===== src/common/hfa_defs.vh =====
// Constants for the half-flash converter host controller.
`ifndef HFA_DEFS_VH
`define HFA_DEFS_VH
// Register byte offsets on APB.
`define HFA_CTRL_OFS     12'h000
`define HFA_STAT_OFS     12'h004
`define HFA_RESULT_OFS   12'h008
`define HFA_IRQ_OFS      12'h00c
`define HFA_MASK_OFS     12'h010
// Control register fields.
`define HFA_CTRL_GO      0
`define HFA_CTRL_STYLE   1
`define HFA_CTRL_SUBB    2
`define HFA_CTRL_CH_LO   4
`define HFA_CTRL_CH_HI   6
// Status and interrupt bits.
`define HFA_STAT_BUSY    0
`define HFA_IRQ_DONE     0
`define HFA_IRQ_TMO      1
// Reset values.
`define HFA_CTRL_RST     8'h00
`define HFA_MASK_RST     2'h0
// Timing figures in ns and the clock period in ns.
`define HFA_CLK_NS       5
`define HFA_WR_PW_NS     250
`define HFA_WR_RD_NS     300
`define HFA_RD_PW_NS     150
`define HFA_ACC_NS       150
`define HFA_GAP_NS       100
`define HFA_RDB_PW_NS    70
`define HFA_CONV_RD_NS   1300
`define HFA_CONV_WR_NS   700
// Cycle counts; least times round up.
`define HFA_CYC_UP(ns)   (((ns) + `HFA_CLK_NS - 1) / `HFA_CLK_NS)
`endif


===== src/verilog/hfa_host.v =====
// Host controller that drives a half-flash converter through its strobes.
//
// Contract
// - Channel code is binary input index
// - Read-start B: second read after done flag
// - Write-start A: read after done flag
// - Write-start B: read after 300 ns setup
// - Read-start A: select, read held low
// - Read hold time chooses read-start sub-mode
`timescale 1ns/10ps
`include "hfa_defs.vh"
module hfa_host #(
    parameter RD_TMO = 16'd2000     // Cycles allowed for done before giving up.
) (
    input  wire        pclk,        // APB clock.
    input  wire        presetn,     // Asynchronous reset, active low.
    input  wire        psel,        // APB select.
    input  wire        penable,     // APB enable.
    input  wire        pwrite,      // APB direction.
    input  wire [11:0] paddr,       // APB byte address.
    input  wire [31:0] pwdata,      // APB write data.
    output reg  [31:0] prdata,      // APB read data.
    output reg         pready,      // APB ready.
    output reg         pslverr,     // APB error for unmapped addresses.
    output reg         irq,         // Level interrupt.
    output reg         adc_sel_n,   // Device select, active low.
    output reg         adc_rd_n,    // Read strobe, active low.
    output reg         adc_wr_n,    // Convert strobe, active low.
    output reg         adc_style,   // Style pin: 0 read-start, 1 write-start.
    output reg  [2:0]  channel_pick,// Channel select code.
    input  wire        adc_done_n,  // Done flag from device, active low.
    input  wire        adc_wait_in, // Wait line level as seen on the wire.
    input  wire [7:0]  result_bus   // Result bus, bit 0 result_bus_lsb.
);
    // Least times in whole cycles, rounded up, then cut to the counter width on purpose.
    localparam integer WR_PW_N  = `HFA_CYC_UP(`HFA_WR_PW_NS);  // Convert strobe width.
    localparam integer WR_RD_N  = `HFA_CYC_UP(`HFA_WR_RD_NS);  // Convert-to-read setup.
    localparam integer RD_PW_N  = `HFA_CYC_UP(`HFA_RD_PW_NS);  // Read strobe width.
    localparam integer ACC_N    = `HFA_CYC_UP(`HFA_ACC_NS);    // Data access time.
    localparam integer GAP_N    = `HFA_CYC_UP(`HFA_GAP_NS);    // Wait between conversions.
    localparam integer RDB_PW_N = `HFA_CYC_UP(`HFA_RDB_PW_NS); // Short read pulse width.
    localparam [15:0]  WR_PW    = WR_PW_N[15:0];               // Convert strobe width.
    localparam [15:0]  WR_RD    = WR_RD_N[15:0];               // Convert-to-read setup.
    localparam [15:0]  RD_PW    = RD_PW_N[15:0];               // Read strobe width.
    localparam [15:0]  ACC      = ACC_N[15:0];                 // Data access time.
    localparam [15:0]  GAP      = GAP_N[15:0];                 // Wait between conversions.
    localparam [15:0]  RDB_PW   = RDB_PW_N[15:0];              // Short read pulse width.
    localparam [3:0] S_IDLE = 4'h0, S_SETUP = 4'h1, S_WRLO = 4'h2, S_WRHI = 4'h3,
                     S_WAITD = 4'h4, S_RDLO = 4'h5, S_GAP = 4'h6, S_RDWAIT = 4'h7,
                     S_BSHORT = 4'h8;
    reg  [3:0]  state;        // Sequencer state.
    reg  [15:0] cnt;          // Cycle counter for strobe timing.
    reg  [15:0] tmo;          // Timeout counter while awaiting done.
    reg  [7:0]  ctrl;         // Control register.
    reg  [7:0]  result;       // Last captured result.
    reg  [1:0]  irq_stat;     // Sticky events.
    reg  [1:0]  irq_mask;     // Event mask.
    reg         done_m, done_s, wait_m, wait_s; // Pin synchronisers.
    reg  [7:0]  data_m, data_s;                 // Result bus synchroniser.
    reg         ev_done, ev_tmo, go;            // One-cycle events and start.
    wire        acc    = psel & penable;
    wire        wr_acc = acc & pwrite;
    wire        mapped = (paddr == `HFA_CTRL_OFS) | (paddr == `HFA_STAT_OFS) |
                         (paddr == `HFA_RESULT_OFS) | (paddr == `HFA_IRQ_OFS) |
                         (paddr == `HFA_MASK_OFS);
    // Synchronise all device pins before the sequencer looks at them.
    always @(posedge pclk or negedge presetn) begin
        if (!presetn) begin
            done_m <= 1'b1;
            done_s <= 1'b1;
            wait_m <= 1'b1;
            wait_s <= 1'b1;
            data_m <= 8'h00;
            data_s <= 8'h00;
        end else begin
            done_m <= adc_done_n;
            done_s <= done_m;
            wait_m <= adc_wait_in;
            wait_s <= wait_m;
            data_m <= result_bus;
            data_s <= data_m;
        end
    end
    // APB slave: one wait-free cycle, writes at the access phase.
    always @(posedge pclk or negedge presetn) begin
        if (!presetn) begin
            prdata   <= 32'h0;
            pready   <= 1'b0;
            pslverr  <= 1'b0;
            ctrl     <= `HFA_CTRL_RST;
            irq_mask <= `HFA_MASK_RST;
            irq_stat <= 2'h0;
            go       <= 1'b0;
            irq      <= 1'b0;
        end else begin
            pready  <= psel & ~penable;
            pslverr <= psel & ~penable & ~mapped;
            go      <= 1'b0;
            // Set wins over the write-one clear.
            irq_stat <= (irq_stat & ~((wr_acc && paddr == `HFA_IRQ_OFS && pready) ?
                        pwdata[1:0] : 2'h0)) | {ev_tmo, ev_done};
            irq <= |(irq_stat & irq_mask);
            if (wr_acc && pready) begin
                if (paddr == `HFA_CTRL_OFS) begin
                    ctrl <= pwdata[7:0];
                    go   <= pwdata[`HFA_CTRL_GO] & (state == S_IDLE);
                end
                if (paddr == `HFA_MASK_OFS) begin
                    irq_mask <= pwdata[1:0];
                end
            end
            if (psel && !penable) begin
                case (paddr)
                    `HFA_CTRL_OFS:   prdata <= {24'h0, ctrl & 8'hfe};
                    `HFA_STAT_OFS:   prdata <= {29'h0, ~wait_s, ~done_s, state != S_IDLE};
                    `HFA_RESULT_OFS: prdata <= {24'h0, result};
                    `HFA_IRQ_OFS:    prdata <= {30'h0, irq_stat};
                    `HFA_MASK_OFS:   prdata <= {30'h0, irq_mask};
                    default:         prdata <= 32'h0;
                endcase
            end
        end
    end
    // Strobe sequencer for both device styles.
    always @(posedge pclk or negedge presetn) begin
        if (!presetn) begin
            state        <= S_IDLE;
            cnt          <= 16'h0;
            tmo          <= 16'h0;
            adc_sel_n    <= 1'b1;
            adc_rd_n     <= 1'b1;
            adc_wr_n     <= 1'b1;
            adc_style    <= 1'b0;
            channel_pick <= 3'h0;
            result       <= 8'h00;
            ev_done      <= 1'b0;
            ev_tmo       <= 1'b0;
        end else begin
            ev_done <= 1'b0;
            ev_tmo  <= 1'b0;
            cnt     <= (cnt == 16'h0) ? 16'h0 : cnt - 16'h1;
            case (state)
                S_IDLE: begin
                    // The style pin follows the control bit only between transfers, so a
                    // control write during a conversion cannot flip the device's style.
                    adc_style <= ctrl[`HFA_CTRL_STYLE];
                    if (go) begin
                        channel_pick <= ctrl[`HFA_CTRL_CH_HI:`HFA_CTRL_CH_LO];
                        state        <= S_SETUP;
                    end
                end
                S_SETUP: begin
                    adc_sel_n <= 1'b0;
                    tmo       <= RD_TMO;
                    if (adc_style) begin
                        adc_wr_n <= 1'b0;
                        cnt      <= WR_PW;
                        state    <= S_WRLO;
                    end else begin
                        adc_rd_n <= 1'b0;
                        cnt      <= ctrl[`HFA_CTRL_SUBB] ? RDB_PW : 16'h0;
                        state    <= ctrl[`HFA_CTRL_SUBB] ? S_BSHORT : S_RDWAIT;
                    end
                end
                S_WRLO: if (cnt == 16'h0) begin
                    adc_wr_n <= 1'b1;
                    cnt      <= WR_RD;
                    state    <= ctrl[`HFA_CTRL_SUBB] ? S_WRHI : S_WAITD;
                end
                S_WRHI: if (cnt == 16'h0) begin
                    adc_rd_n <= 1'b0;
                    cnt      <= ACC;
                    state    <= S_RDLO;
                end
                S_WAITD: begin
                    tmo <= tmo - 16'h1;
                    if (!done_s) begin
                        adc_rd_n <= 1'b0;
                        cnt      <= (ACC > RD_PW) ? ACC : RD_PW;
                        state    <= S_RDLO;
                    end else if (tmo == 16'h0) begin
                        ev_tmo <= 1'b1;
                        state  <= S_GAP;
                        adc_sel_n <= 1'b1;
                    end
                end
                S_BSHORT: if (cnt == 16'h0) begin
                    adc_rd_n <= 1'b1;
                    state    <= S_WAITD;
                end
                S_RDWAIT: begin
                    tmo <= tmo - 16'h1;
                    // Wait line high again means done fell and data is driven.
                    if (wait_s && !done_s) begin
                        cnt   <= ACC;
                        state <= S_RDLO;
                    end else if (tmo == 16'h0) begin
                        ev_tmo    <= 1'b1;
                        adc_rd_n  <= 1'b1;
                        adc_sel_n <= 1'b1;
                        state     <= S_GAP;
                    end
                end
                S_RDLO: if (cnt == 16'h0) begin
                    result    <= data_s;
                    ev_done   <= 1'b1;
                    adc_rd_n  <= 1'b1;
                    adc_sel_n <= 1'b1;
                    cnt       <= GAP;
                    state     <= S_GAP;
                end
                S_GAP: if (cnt == 16'h0) begin
                    state <= S_IDLE;
                end
                default: state <= S_IDLE;
            endcase
        end
    end
endmodule // hfa_host


===== config.mk =====
export PLATFORM = sky130hd
export DESIGN_NAME = hfa_host
export DESIGN_NICKNAME = d
export VERILOG_FILES = /design/src/verilog/hfa_host.v
export VERILOG_INCLUDE_DIRS = /design/src /design/src/common
export SDC_FILE = /design/constraint.sdc
export NUM_CORES = 1
export LEC_CHECK = 0
export BUFFER_PORTS_ARGS = -buffer_cell sky130_fd_sc_hd__buf_2
export CORE_UTILIZATION = 59
export DETAILED_ROUTE_END_ITERATION = 7
export PLACE_DENSITY = 0.93
export SYNTH_ARGS = -nofsm -noshare
export SYNTH_HDL_FRONTEND = slang
export SYNTH_SLANG_ARGS = --single-unit

===== constraint.sdc =====
create_clock -name pclk -period 6.9 [get_ports pclk]
set_clock_uncertainty 0.2 [all_clocks]
set_input_delay 0.69 -clock pclk [delete_from_list [all_inputs] [get_ports pclk]]
set_output_delay 0.69 -clock pclk [all_outputs]
set_load 0.05 [all_outputs]

# --- Word level (Yosys, flattened, before mapping) ---
# Index checks and enable logic that the tools add are counted.
classes:
  add_sub_neg: 2
  n_eq_ne: 25
  muxes: 46
  bitwise: 17
  n_reduce_logical: 27
op_table:
  columns: ["operator", "count"]
  rows:
  - ["$mux 16", 6]
  - ["$pmux 16 s6", 1]
  - ["$mux 4", 12]
  - ["$pmux 8 s5", 1]
  - ["$pmux 4 s9", 1]
  - ["$logic_not 16->1", 2]
  - ["$pmux 16 s2", 1]
  - ["$sub 16x1->16 const B", 2]
  - ["$eq 12x4->1 const B", 2]
  - ["$ne 2x2->1 const B", 12]
  - ["$mux 1", 17]
  - ["$eq 4x3->1 const B", 4]
  - ["$eq 12x3->1 const B", 1]
  - ["$eq 12x5->1 const B", 1]
  - ["$logic_not 12->1", 1]
  - ["$eq 4x2->1 const B", 2]
  - ["$reduce_and 2->1", 4]
  - ["$reduce_bool 4->1", 2]
  - ["$reduce_and 7->1", 1]
  - ["$mux 6", 1]
  - ["$reduce_and 6->1", 1]
  - ["$reduce_or 2->1", 3]
  - ["$and 1x1->1", 5]
  - ["$logic_and 1x1->1", 5]
  - ["other kinds (19)", 29]
totals:
  register_bits: 121
  inputBits: 59
  out_inout_bits: 42
  elab_cells: 142

# --- Longest topological paths before layout ---
logic_depth:
  ltp_word: 8
  ltp_mapped: 8
  mapped_depth_nobuf: 7

# --- Least setup slack after synthesis ---
# No wires, ideal clock.
synth_path:
  kind: "in2reg"
  start: "input port paddr[9]"
  end: "register ctrl[1]"
  arrival_ns: 2.058
  required_time_ns: 6.575
  path_slack_ns: 4.517
  path_stages: 4
  path_cell_list: "nor4_1 > nand4b_1 > nor4_4 > mux2_2"
synth_via:
  elab_chain_len: 2
synth_lines:
  columns: ["item", "line", "text"]
  rows:
  - ["from (decl)", "hfa_host.v:20", "input wire [11:0] paddr,"]
  - ["$logic_not 12->1", null, null]
  - ["$reduce_and 2->1 (no line)", null, null]
  - ["to (signal assigned)", "hfa_host.v:90", "ctrl <= `HFA_CTRL_RST;"]
  - ["to (signal assigned)", "hfa_host.v:105", "ctrl <= pwdata[7:0];"]
  - ["to (decl)", "hfa_host.v:54", "reg [7:0] ctrl;"]
# No other way between the ends.
# A chain may end at the register's enable or synchronous reset.

# --- Final worst setup path ---
layout_path:
  start: "register cnt[0]"
  end: "register result[7]"
layout_via:
  elab_chain_len: 2
layout_lines:
  columns: ["item", "line", "text"]
  rows:
  - ["from (decl)", "hfa_host.v:52", "reg [15:0] cnt;"]
  - ["from (signal assigned)", "hfa_host.v:141", "cnt <= (cnt == 16'h0) ? 16'h0 : cnt - 16'h1;"]
  - ["from (signal assigned)", "hfa_host.v:161", "cnt <= ctrl[`HFA_CTRL_SUBB] ? RDB_PW : 16'h0;"]
  - ["from (signal assigned)", "hfa_host.v:179", "cnt <= (ACC > RD_PW) ? ACC : RD_PW;"]
  - ["$logic_not 16->1", "hfa_host.v:204", "S_RDLO: if (cnt == 16'h0) begin"]
  - ["$reduce_and 2->1 (no line)", null, null]
  - ["to (signal assigned)", "hfa_host.v:205", "result <= data_s;"]
  - ["to (decl)", "hfa_host.v:55", "reg [7:0] result;"]
# No other way between the ends.

==> impl_results.md <==
- Comb power frac: between 10% and 20%
- Die height: 90.6 um
- Total core area: 0.00741 mm2
- Vias in the first global route: 3245
- Max stage delay cell, worst path: nor2_2
- Register area: between 0.002 and 0.0025 mm2
- Register area share after synthesis: about 52%
- Slew Viols, Final: 0
- DR iter-0 viols: 450
- Max VDD drop: 0.160 mV
- Netlist cell types: 64
- Synth Flop Type: dfrtp_1
- Outcome: finished clean
- Ports: 101
- Final nets: between 500 and 600
- Fill cell count: 554
- Static Leak: 0.00237 uW
- Drt drc: 0
- Via density: 6.05
- Fmax: 348 MHz
- CP peak stage delay: around 530 ps
- Final Hold Viols: 0
- Die width: 90.6 um
- R2r endpoint: result[7]$_DFFE_PN0P_
- Max-Cap Viols: 0
- Multi-input gate area: 0.00199 mm2
- Critical-path cell list: inv_1, ha_1, nor4b_1, nand4_1, nor2_2, mux2_2
- Critical Path Fanout Max: 10
- Post-Route WL: 9160 um
- Sequential power share: between 50% and 60%
- CTS resizes: 0
- Internal Power: ~860 uW
- Post-CTS setup buffer count: 0
- Flops & latches, synth: 96
- Root Buffer: clkbuf_8
- CP endpoint kind: flip-flop
- CTS Buf Count: 9
- CTS tree: built
- Crit path kind: flip-flop to flip-flop
- Ant diodes: 0
- Slew @ Worst Pin: 900 ps
- TritonRoute pass-1 iters: 6
- Final estimated routing congestion in global placement: about 0.9
- Cell area power density: approximately 250 mW/mm2
- Drt wl/cell: roughly 16 um
- Period minus WS final: ~2900 ps
- Die area: about 0.0082 mm2
- Hpwl dp: 6400 um
- P_sw: 379 uW
- Post-synth EDFFs: 0
- Relative slew slack: around two fifths
- WP data arrival: 2930 ps
- Sw Share: 30.6%
- Worst R2R Start: cnt[0]$_DFF_PN0_
- CP startpoint kind: flip-flop
- Overflow after GRT: 0
- Worst Path Buf+Inv: 1
- FFs w/ async S/R, synth: 100%
- Fin crit share: just over 40%
- Initial Utilization: 62.5%
- Design area: 0.00503 mm2
- Area Overhead vs Synth: 8.73%
- RSZ-0062 raised after global routing: false
- Post-DP Area: 0.00484 mm2
- Clock power frac: 30.3%
- CP required: 6960 ps
- GRT Total Usage: 23.8%
- Synthesized area per cell: 10.9 um2
- Max H-tree Level: 3
- Setup TNS Final: 0 ps
- Final ANT Viol Nets: 0
- Hold Path Class: input port to async pin
- CTS clk-pin slew, worst paths: 100 ps
- Antenna violations before repair: 0
- R2R Setup Slk: 4030 ps
- Syn Inst Count: 426
- Synth Cell Area: approximately 0.0046 mm2
- Worst reg2reg path depth: 6
- Clock Sinks: 96
- Layout cells sized above 1: 23.1%
- Worst-skew pair later-pin latency: approximately 380 ps
- Final setup viols: 0
- Number of I/O port buffers: 52
- Vias: 3484
- Synth Warn #: 0
- CTS max path bufs: 2
- First-pass GRT wire length: between 15000 and 20000 um
- Largest net degree at the start of global routing: between 50 and 60
- Top delay family on crit path: simple AND/OR/NAND/NOR gates
- FP Rows: 31
- Count of hold-fix buffers inserted at cts: 0
## area by class of cell
class	count	share of cell area [%]
Sequential cell	96	47.9
Timing Repair Buffer	53	5.37
Tap cell	99	2.46
Multi-Input combinational cell	300	39.4
Clock inverter	5	1.32
Inverter	12	0.895
Clock buffer	11	2.61
## worst reg2reg max path: stages (launching register included)
cell and delay, ps:
dfrtp_1 430, inv_1 120, ha_1 160, nor4b_1 520, nand4_1 390, nor2_2 530
mux2_2 400
## registers in the layout, indices dropped and copies added, names as in the netlist, 2 cells and up
signal	count
irq_mask	2
state	4
cnt	16
channel_pick	3
prdata	8
data_s	8
irq_stat	2
tmo	16
result	8
ctrl	7
data_m	8
## placed cells by master, fill, tap and decap left out, types with 6 or more instances in the layout
cell type  count
buf_2         51
nand2_1       30
dfstp_2        7
nor3_1        11
a21oi_1       17
a31oi_1        6
conb_1        24
mux2_2        21
nand3_1        7
dfrtp_1       89
mux2i_1       13
o21ai_0       18
inv_1         12
nand2b_1       7
clkbuf_8       9
nand4_1        9
xor2_1         7
nor2_1        36
## stage by stage
stage               hold slack (ps)  setup WS (ps)  std cells  util (%)  power [uW]
global route                   82.6           3840        576      67.9        1300
floorplan                       131           4520        449         -         826
CTS                            61.9           4130        576      67.9        1240
finish                         57.9           4030        576      67.9        1240
detailed placement              135           4140        560      65.3         872
global placement                132           4220        560      65.3         857
## metal layers
| metal | vias up | GRT usage [%] | part of all wire (%) |
|---|---|---|---|
| met5 | - | 0 | 0 |
| met4 | 0 | 12.0 | 3.4 |
| met3 | 42 | 5.56 | 6.4 |
| met2 | 177 | 36.2 | 48 |
| met1 | 1684 | 32.0 | 42 |
| li1 | 1581 | - | - |
## worst max-delay path by stage
stage / from / endpoint / slack [ps] / cells after the start
CTS: cnt[0]$_DFF_PN0_ / result[7]$_DFFE_PN0P_ / 4130 / 6
floorplan: paddr[9] / ctrl[1]$_DFFE_PN0P_ / 4520 / 4
global placement: paddr[9] / ctrl[7]$_DFFE_PN0P_ / 4220 / 5
finish: cnt[0]$_DFF_PN0_ / result[7]$_DFFE_PN0P_ / 4030 / 6
detailed placement: paddr[9] / ctrl[1]$_DFFE_PN0P_ / 4140 / 5
global route: state[0]$_DFFE_PN0P_ / cnt[1]$_DFF_PN0_ / 3840 / 5
## power groups by stage
stage | combinational, uW | sequential [uW] | clock [uW]
floorplan | 151 | 675 | 0
global placement | 177 | 680 | 0
detailed placement | 186 | 686 | 0
CTS | 188 | 674 | 382
global route | 211 | 682 | 407
finish | 188 | 675 | 375
## cell families after synthesis
logic type | Yosys count | synth area share, %
DFF | 96 | 52.1
other | 1 | 0.0810
and+or+nand+nor | 145 | 17.8
adders and majority gates | 4 | 1.08
xor gates and xnor gates | 12 | 2.27
buffers and inverters | 53 | 6.89
AOI/OAI and AO/OA | 80 | 11.4
muxes | 35 | 8.41
## synthesized netlist by cell type, types with 3 or more instances
cell,number,area (um2)
a31oi_1,6,37.5
o21ai_0,18,90.1
nor3b_1,5,37.5
clkbuf_1,13,48.8
nand4_1,9,56.3
o31ai_1,4,30.0
nor4_1,5,31.3
or4_4,4,45.0
or3_1,5,31.3
mux2i_1,13,130
nand3_1,7,35.0
ha_1,4,50.1
nand2_1,30,113
dfstp_2,7,184
dfrtp_1,89,2230
mux2_2,21,236
nor2_1,36,135
a21oi_1,17,85.1
clkbuf_8,3,41.3
nand2b_1,7,43.8
o22ai_1,5,31.3
nor3_1,11,55.1
o311ai_0,3,26.3
o211ai_1,5,37.5
xnor2_1,5,43.8
buf_4,24,180
nor2b_1,4,25.0
inv_1,12,45.0
xor2_1,7,61.3
o41ai_1,3,26.3
Note: power is estimated with default switching activity, not from simulation.
